[src/pio_pkg.sv]
package pio_pkg;
   // Register byte addresses
   localparam logic [3:0] PORT_A_DATA_OFS = 4'h0;
   localparam logic [3:0] PORT_A_CONTROL_OFS = 4'h4;
   localparam logic [3:0] PORT_B_DATA_OFS = 4'h8;
   localparam logic [3:0] PORT_B_CONTROL_OFS = 4'hc;
   // Control byte layout: bits 7:6 mode, low nibble all ones selects mode; else direction
   localparam int MODE_POS = 6;
   localparam logic [1:0] MODE_BIT_IO = 2'h3;
   localparam logic [3:0] MODE_WORD_LOW = 4'hf;
   localparam logic [7:0] DIR_RESET = 8'hff;
   localparam logic [7:0] DATA_RESET = 8'h00;
   localparam logic [1:0] MODE_RESET = 2'h3;
   localparam logic [1:0] RESP_OKAY = 2'h0;
   localparam logic [1:0] RESP_SLVERR = 2'h2;
   localparam int BUS_DRIVER_ENABLE_BIT = 0;
   localparam int TIMEKEEPER_RESET_N_BIT = 1;
   localparam int TIMEKEEPER_SERIAL_DATA_BIT = 2;
   localparam int TIMEKEEPER_SERIAL_CLOCK_BIT = 3;

   typedef struct packed {
      logic [7:0] data;
      logic [7:0] dir;
      logic [1:0] mode;
   } port_cfg_t;
endpackage

[src/parallel_bit_io_ports.sv]
`timescale 1ns/1ps
// Function
// - Port A offers all eight lines in modes 0, 1 and 3.
// - Port B runs in bit mode 3 only; all mode words are ignored.
// - Port B lines 4 to 7 stay general purpose.
// - B line 0 is bus driver enable, line 1 timekeeper reset low.
// - Each port has one data and one control register, four total.
// - Port A control write in mode 3: 1 makes input, 0 makes output.
// - Port B control write: 1 makes input, 0 makes output.
// - Port A data read returns the driven output latch.
// - Port B data read returns the output latch for read-modify-write.
module parallel_bit_io_ports (
   input wire logic sys_clk_i, // 200 MHz clock
   input wire logic reset_n_i, // Async reset, active low
   input wire logic [31:0] s_axi_awaddr_i, // Write address
   input wire logic s_axi_awvalid_i, // Write address valid
   output logic s_axi_awready_o, // Write address ready
   input wire logic [31:0] s_axi_wdata_i, // Write data
   input wire logic [3:0] s_axi_wstrb_i, // Write strobes
   input wire logic s_axi_wvalid_i, // Write data valid
   output logic s_axi_wready_o, // Write data ready
   output logic [1:0] s_axi_bresp_o, // Write response
   output logic s_axi_bvalid_o, // Write response valid
   input wire logic s_axi_bready_i, // Write response ready
   input wire logic [31:0] s_axi_araddr_i, // Read address
   input wire logic s_axi_arvalid_i, // Read address valid
   output logic s_axi_arready_o, // Read address ready
   output logic [31:0] s_axi_rdata_o, // Read data
   output logic [1:0] s_axi_rresp_o, // Read response
   output logic s_axi_rvalid_o, // Read data valid
   input wire logic s_axi_rready_i, // Read data ready
   input wire logic [7:0] port_a_in_i, // Port A pin levels
   output logic [7:0] port_a_out_o, // Port A drive value
   output logic [7:0] port_a_oe_n_o, // Port A enable, low drives
   output logic [1:0] port_a_mode_o, // Port A mode
   input wire logic [7:0] port_b_in_i, // Port B pin levels
   output logic [7:0] port_b_out_o, // Port B drive value
   output logic [7:0] port_b_oe_n_o // Port B enable, low drives
);
   pio_pkg::port_cfg_t port_a_ff;
   pio_pkg::port_cfg_t port_b_ff;
   logic [7:0] a_sync1_ff, a_sync2_ff, b_sync1_ff, b_sync2_ff;
   logic aw_held_ff, w_held_ff;
   logic [3:0] awaddr_ff;
   logic [7:0] wbyte_ff;
   logic wstrb0_ff;
   logic aw_bad_ff;
   logic do_write;
   logic [3:0] rd_addr;
   logic [31:0] nxt_rdata;
   logic nxt_rerr;

   // Pin inputs are asynchronous to the bus clock
   always_ff @(posedge sys_clk_i or negedge reset_n_i) begin
      if (!reset_n_i) begin
         a_sync1_ff <= 8'h00;
         a_sync2_ff <= 8'h00;
         b_sync1_ff <= 8'h00;
         b_sync2_ff <= 8'h00;
      end else begin
         a_sync1_ff <= port_a_in_i;
         a_sync2_ff <= a_sync1_ff;
         b_sync1_ff <= port_b_in_i;
         b_sync2_ff <= b_sync1_ff;
      end
   end

   // Address and data may arrive in either order; each is held until both are in
   always_ff @(posedge sys_clk_i or negedge reset_n_i) begin
      if (!reset_n_i) begin
         aw_held_ff <= 1'b0;
         w_held_ff <= 1'b0;
         awaddr_ff <= 4'h0;
         wbyte_ff <= 8'h00;
         wstrb0_ff <= 1'b0;
         aw_bad_ff <= 1'b0;
      end else begin
         if (s_axi_awvalid_i && s_axi_awready_o) begin
            aw_held_ff <= 1'b1;
            awaddr_ff <= s_axi_awaddr_i[3:0];
            // Upper bits must be zero, else an address past the map aliases one of the four port registers
            aw_bad_ff <= (s_axi_awaddr_i[31:4] != 28'h0000000) || (s_axi_awaddr_i[1:0] != 2'h0);
         end else if (do_write) begin
            aw_held_ff <= 1'b0;
         end
         if (s_axi_wvalid_i && s_axi_wready_o) begin
            w_held_ff <= 1'b1;
            wbyte_ff <= s_axi_wdata_i[7:0];
            wstrb0_ff <= s_axi_wstrb_i[0];
         end else if (do_write) begin
            w_held_ff <= 1'b0;
         end
      end
   end

   // Refused writes still get a response, so the master never hangs
   assign do_write = aw_held_ff && w_held_ff && !s_axi_bvalid_o;

   always_ff @(posedge sys_clk_i or negedge reset_n_i) begin
      if (!reset_n_i) begin
         s_axi_awready_o <= 1'b0;
         s_axi_wready_o <= 1'b0;
      end else begin
         s_axi_awready_o <= !aw_held_ff && !(s_axi_awvalid_i && s_axi_awready_o) && !s_axi_bvalid_o;
         s_axi_wready_o <= !w_held_ff && !(s_axi_wvalid_i && s_axi_wready_o) && !s_axi_bvalid_o;
      end
   end

   // Port registers; only byte lane 0 carries the 8-bit value
   always_ff @(posedge sys_clk_i or negedge reset_n_i) begin
      if (!reset_n_i) begin
         port_a_ff <= '{data: pio_pkg::DATA_RESET, dir: pio_pkg::DIR_RESET, mode: pio_pkg::MODE_RESET};
         port_b_ff <= '{data: pio_pkg::DATA_RESET, dir: pio_pkg::DIR_RESET, mode: pio_pkg::MODE_RESET};
      end else if (do_write && wstrb0_ff && !aw_bad_ff) begin
         case (awaddr_ff)
            pio_pkg::PORT_A_DATA_OFS: port_a_ff.data <= wbyte_ff;
            pio_pkg::PORT_B_DATA_OFS: port_b_ff.data <= wbyte_ff;
            pio_pkg::PORT_A_CONTROL_OFS: begin
               // Mode word has low nibble all ones; modes 0, 1, 3 use all eight lines
               if (wbyte_ff[3:0] == pio_pkg::MODE_WORD_LOW) begin
                  if (wbyte_ff[7:6] != 2'h2) begin
                     port_a_ff.mode <= wbyte_ff[pio_pkg::MODE_POS +: 2];
                  end
               end else if (port_a_ff.mode == pio_pkg::MODE_BIT_IO) begin
                  port_a_ff.dir <= wbyte_ff;
               end
            end
            pio_pkg::PORT_B_CONTROL_OFS: begin
               // Port B ignores every mode word, bit mode included
               if (wbyte_ff[3:0] != pio_pkg::MODE_WORD_LOW) begin
                  port_b_ff.dir <= wbyte_ff;
               end
            end
            default: begin
            end
         endcase
      end
   end

   always_ff @(posedge sys_clk_i or negedge reset_n_i) begin
      if (!reset_n_i) begin
         s_axi_bvalid_o <= 1'b0;
         s_axi_bresp_o <= pio_pkg::RESP_OKAY;
      end else if (do_write) begin
         s_axi_bvalid_o <= 1'b1;
         s_axi_bresp_o <= aw_bad_ff ? pio_pkg::RESP_SLVERR : pio_pkg::RESP_OKAY;
      end else if (s_axi_bready_i) begin
         s_axi_bvalid_o <= 1'b0;
      end
   end

   assign rd_addr = s_axi_araddr_i[3:0];

   always_comb begin
      nxt_rdata = 32'h0000_0000;
      nxt_rerr = 1'b0;
      // Same refusal rule as the write side
      if ((s_axi_araddr_i[31:4] != 28'h0000000) || (s_axi_araddr_i[1:0] != 2'h0)) begin
         nxt_rerr = 1'b1;
      end else begin
         case (rd_addr)
            pio_pkg::PORT_A_DATA_OFS: nxt_rdata = {24'h000000, port_a_ff.data};
            pio_pkg::PORT_B_DATA_OFS: nxt_rdata = {24'h000000, port_b_ff.data};
            // Write-only: shadow copies in software stand in for readback
            pio_pkg::PORT_A_CONTROL_OFS: nxt_rdata = 32'h0000_0000;
            pio_pkg::PORT_B_CONTROL_OFS: nxt_rdata = 32'h0000_0000;
            default: nxt_rerr = 1'b1;
         endcase
      end
   end

   always_ff @(posedge sys_clk_i or negedge reset_n_i) begin
      if (!reset_n_i) begin
         s_axi_arready_o <= 1'b0;
         s_axi_rvalid_o <= 1'b0;
         s_axi_rdata_o <= 32'h0000_0000;
         s_axi_rresp_o <= pio_pkg::RESP_OKAY;
      end else begin
         s_axi_arready_o <= !s_axi_rvalid_o && !(s_axi_arvalid_i && s_axi_arready_o);
         if (s_axi_arvalid_i && s_axi_arready_o) begin
            s_axi_rvalid_o <= 1'b1;
            s_axi_rdata_o <= nxt_rdata;
            s_axi_rresp_o <= nxt_rerr ? pio_pkg::RESP_SLVERR : pio_pkg::RESP_OKAY;
         end else if (s_axi_rready_i) begin
            s_axi_rvalid_o <= 1'b0;
         end
      end
   end

   // Pin drive; dedicated B lines 0 and 1 are plain bits of the same latch
   always_ff @(posedge sys_clk_i or negedge reset_n_i) begin
      if (!reset_n_i) begin
         port_a_out_o <= 8'h00;
         port_a_oe_n_o <= 8'hff;
         port_a_mode_o <= pio_pkg::MODE_RESET;
         port_b_out_o <= 8'h00;
         port_b_oe_n_o <= 8'hff;
      end else begin
         port_a_out_o <= port_a_ff.data;
         port_a_mode_o <= port_a_ff.mode;
         // Mode 0 all outputs, mode 1 all inputs, mode 3 per bit
         case (port_a_ff.mode)
            2'h0: port_a_oe_n_o <= 8'h00;
            2'h1: port_a_oe_n_o <= 8'hff;
            default: port_a_oe_n_o <= port_a_ff.dir;
         endcase
         port_b_out_o <= port_b_ff.data;
         port_b_oe_n_o <= port_b_ff.dir;
      end
   end

   // Pin levels are synchronised but not mapped; a data read returns the latch
   logic unused_pins;
   assign unused_pins = ^{a_sync2_ff, b_sync2_ff, s_axi_wdata_i[31:8],
                          s_axi_wstrb_i[3:1], port_b_ff.mode};
endmodule

[config.mk]
export PLATFORM = sky130hd
export DESIGN_NAME = parallel_bit_io_ports
export DESIGN_NICKNAME = d
export VERILOG_FILES = /design/src/pio_pkg.sv /design/src/parallel_bit_io_ports.sv
export SDC_FILE = /design/constraint.sdc
export NUM_CORES = 1
export LEC_CHECK = 0
export ABC_AREA = 1
export BUFFER_PORTS_ARGS = -buffer_cell sky130_fd_sc_hd__clkbuf_2
export CORE_MARGIN = 4
export CORE_UTILIZATION = 50
export DETAILED_ROUTE_END_ITERATION = 6
export PLACE_DENSITY = 0.89
export SYNTH_ARGS = -nofsm -noshare
export SYNTH_HDL_FRONTEND = slang
export SYNTH_SLANG_ARGS = --single-unit
[constraint.sdc]
create_clock -name sys_clk_i -period 1.9 [get_ports sys_clk_i]
set_input_delay 0.38 -clock sys_clk_i [delete_from_list [all_inputs] [get_ports sys_clk_i]]
set_output_delay 0.38 -clock sys_clk_i [all_outputs]
set_load 0.03 [all_outputs]
==> impl_metrics.env <==
export IMPL_clk_latency_ns=0.36
export IMPL_multi_input_area_sq_mm=0.00131
export IMPL_drive_above_1_share=0.353
export IMPL_dpl_hpwl_mm=7.06
export IMPL_ctsHoldBuffers=1
export IMPL_leakage_uw=0.00266
export IMPL_ys_seq_area_frac=0.614
export IMPL_core_sq_mm=0.00785
export IMPL_place_congestion=0.824
export IMPL_min_from="s_axi_rready_i"
export IMPL_hold_depth=2
export IMPL_drt_total_wl_mm=9.13
export IMPL_final_area_sq_mm=0.00501
export IMPL_cts_buffer_depth=2
export IMPL_p_per_area_mw_per_mm2=1010
export IMPL_critical_path_arrival_ns=1.90
export IMPL_place_area_sq_mm=0.00475
export IMPL_regArea_sq_mm=0.00252
export IMPL_synth_common_cells="nand2_1 (104), dfrtp_1 (63), nor2_1 (59), dfstp_2 (36), inv_1 (28)"
export IMPL_cp_end_kind="flop"
export IMPL_drtPass1Iterations=4
export IMPL_clock_fmax_mhz=622
export IMPL_slew_viol_final=0
export IMPL_r2r_end="port_a_ff[4]"
export IMPL_routedWlPerCell_um=13.7
export IMPL_vdd_drop_max_mv=0.823
export IMPL_synthFlopType="dfrtp_1"
export IMPL_setup_viol=0
export IMPL_async_flop_share=1.00
export IMPL_relSlewSlack=0.608
export IMPL_grt_pass1_wl_mm=15.4
export IMPL_die_w_um=98.6
export IMPL_cts_tree="built"
export IMPL_die_area_sq_mm=0.00973
export IMPL_grt_max_degree=47
export IMPL_syn_to_final_growth_pct=22.0
export IMPL_start_kind="flop"
export IMPL_yosys_area_top_type="dfrtp_1"
export IMPL_clock_sinks=99
export IMPL_pre_cts_slack_ns=0.329
export IMPL_worst_slew_pin_slew_ns=0.587
export IMPL_fin_setup_tns_ns=0
export IMPL_numCtsBuffers=9
export IMPL_synth_avg_cell_area_sq_um=9.62
export IMPL_synth_top_area_share=0.384
export IMPL_ios=198
export IMPL_worst_hold_path_type="input port to flop"
export IMPL_worstHoldEndpoint="s_axi_rvalid_o"
export IMPL_clkTransAtPathRegs_ns=0.09
export IMPL_timing_rr_start="port_a_ff[1]"
export IMPL_grt_pass1_vias=3325
export IMPL_rows=32
export IMPL_hold_viol=0
export IMPL_n_fill_cell=653
export IMPL_via_per_inst=4.97
export IMPL_antenna_cells=0
export IMPL_cts_setup_buffers=0
export IMPL_post_cts_resized=0
export IMPL_grt_usage=0.196
export IMPL_synth_cells=427
export IMPL_port_buffers=128
export IMPL_antenna_found_initial=0
export IMPL_start_util=0.523
export IMPL_vias=3310
export IMPL_reg2reg_depth=5
export IMPL_finalCritPeriodShare=0.846
export IMPL_postRouteAntennaNets=0
export IMPL_finClkSkew_ns=0.0115
export IMPL_synth_most_common_cell="nand2_1"
export IMPL_reg2reg_setup_slack_ns=0.29
export IMPL_drtIter0Drc=138
export IMPL_ys_ff_latch=99
export IMPL_rsz0062_at_grt="false"
export IMPL_status="complete, no violations"
export IMPL_cts_root_buf="clkbuf_8"
export IMPL_synthesis_area_sq_mm=0.00411
export IMPL_grt_overflow_total=0
export IMPL_yosys_cell_types_count=25
export IMPL_crit_type="flop to flop"
export IMPL_crit_fanout=12
export IMPL_htree_levels=3
export IMPL_yosys_warnings=0
export IMPL_drv_cap=0
export IMPL_finalCriticalPeriod_ns=1.61
export IMPL_synth_edf_count=0
export IMPL_netlist_top_cells_area="dfrtp_1 (38%), dfstp_2 (23%), nand2_1 (9.5%)"
export IMPL_worstPathRequired_ns=2.20
export IMPL_fin_util=0.639
export IMPL_die_y_um=98.6
export IMPL_drc=0
export IMPL_setup_ws_ns=0.293
export IMPL_final_nets=682
## how the worst max path moves through the flow
stage                          to  cells after the start  slack, ns            from
floorplan           port_a_ff[17]                      7       0.45  s_axi_bvalid_o
global placement     port_a_ff[8]                      5       0.44    port_a_ff[1]
detailed placement   port_a_ff[4]                      5       0.33    port_a_ff[1]
CTS                  port_a_ff[4]                      5       0.31    port_a_ff[1]
global route         port_a_ff[5]                      5       0.17    port_a_ff[1]
finish               port_a_ff[4]                      5       0.29    port_a_ff[1]
## final cells by class
type	instances	area share
multi-input cells	287	0.261
inverters	29	0.0217
flip-flops and latches	99	0.503
clock buffers	10	0.0255
well taps	102	0.0255
clock inverters	6	0.0242
repair buffers	133	0.139
## layer usage
| layer | part of all wire | up-vias | wire length, um | GRT usage |
|---|---|---|---|---|
| li1 | - | 1581 | - | - |
| met1 | 0.39 | 1563 | 3570 | 0.245 |
| met2 | 0.51 | 154 | 4620 | 0.331 |
| met3 | 0.092 | 12 | 837 | 0.0602 |
| met4 | 0.010 | 0 | 94 | 0.0546 |
| met5 | 0 | - | 0 | 0 |
## registers in the layout, summed over array words and instances, names as in the netlist, 4 cells and up
name	flops
port_b_oe_n_o	8
awaddr_ff	4
wbyte_ff	8
port_a_ff	18
s_axi_rdata_o	8
port_b_ff	16
port_b_out_o	8
port_a_oe_n_o	8
port_a_out_o	8
## critical path, stage by stage, from the launching register on
cell,delay [ns]
dfstp_2,0.67
nand2_1,0.11
nor2_2,0.33
nand2_1,0.26
nand2_1,0.11
nand2_1,0.06
## cells in the final DEF (no fill, tap or decap), types with 2 or more instances in the layout
master / instances
conb_1: 26
nor2_1: 59
clkbuf_8: 9
nand4_1: 18
inv_8: 2
nor3_1: 4
a21boi_0: 8
nand3_1: 16
inv_1: 28
a21oi_1: 11
dfrtp_1: 63
o21ai_0: 9
o21ai_2: 8
buf_4: 4
bufinv_16: 3
o21ai_1: 16
nor2_2: 2
dfstp_2: 36
clkbuf_2: 127
nand2_1: 104
nand2_2: 2
## power by group
| part | leakage, uW | switching, uW | internal (uW) |
|---|---|---|---|
| sequential | 0.00119 | 148 | 2320 |
| clock | 0.000125 | 722 | 895 |
| combinational | 0.00135 | 733 | 259 |
## metrics by stage
| step | total power, uW | instances | hold slack, ns |
|---|---|---|---|
| 5_1_grt | 5380 | 666 | 0.172 |
| 3_5_place_dp | 3500 | 649 | 0.345 |
| 2_1_floorplan | 3180 | 452 | 0.0844 |
| 3_3_place_gp | 3450 | 649 | 0.338 |
| 6_report | 5080 | 666 | 0.193 |
| 4_1_cts | 5130 | 666 | 0.175 |
## cells by family after synthesis
| family | Yosys count | share of synthesized area |
|---|---|---|
| compound gates | 52 | 0.0755 |
| buf+inv | 66 | 0.0905 |
| flops | 99 | 0.614 |
| other cells | 1 | 0.000913 |
| simple gates | 209 | 0.219 |
No activity file was read; power rests on OpenSTA's default activity.
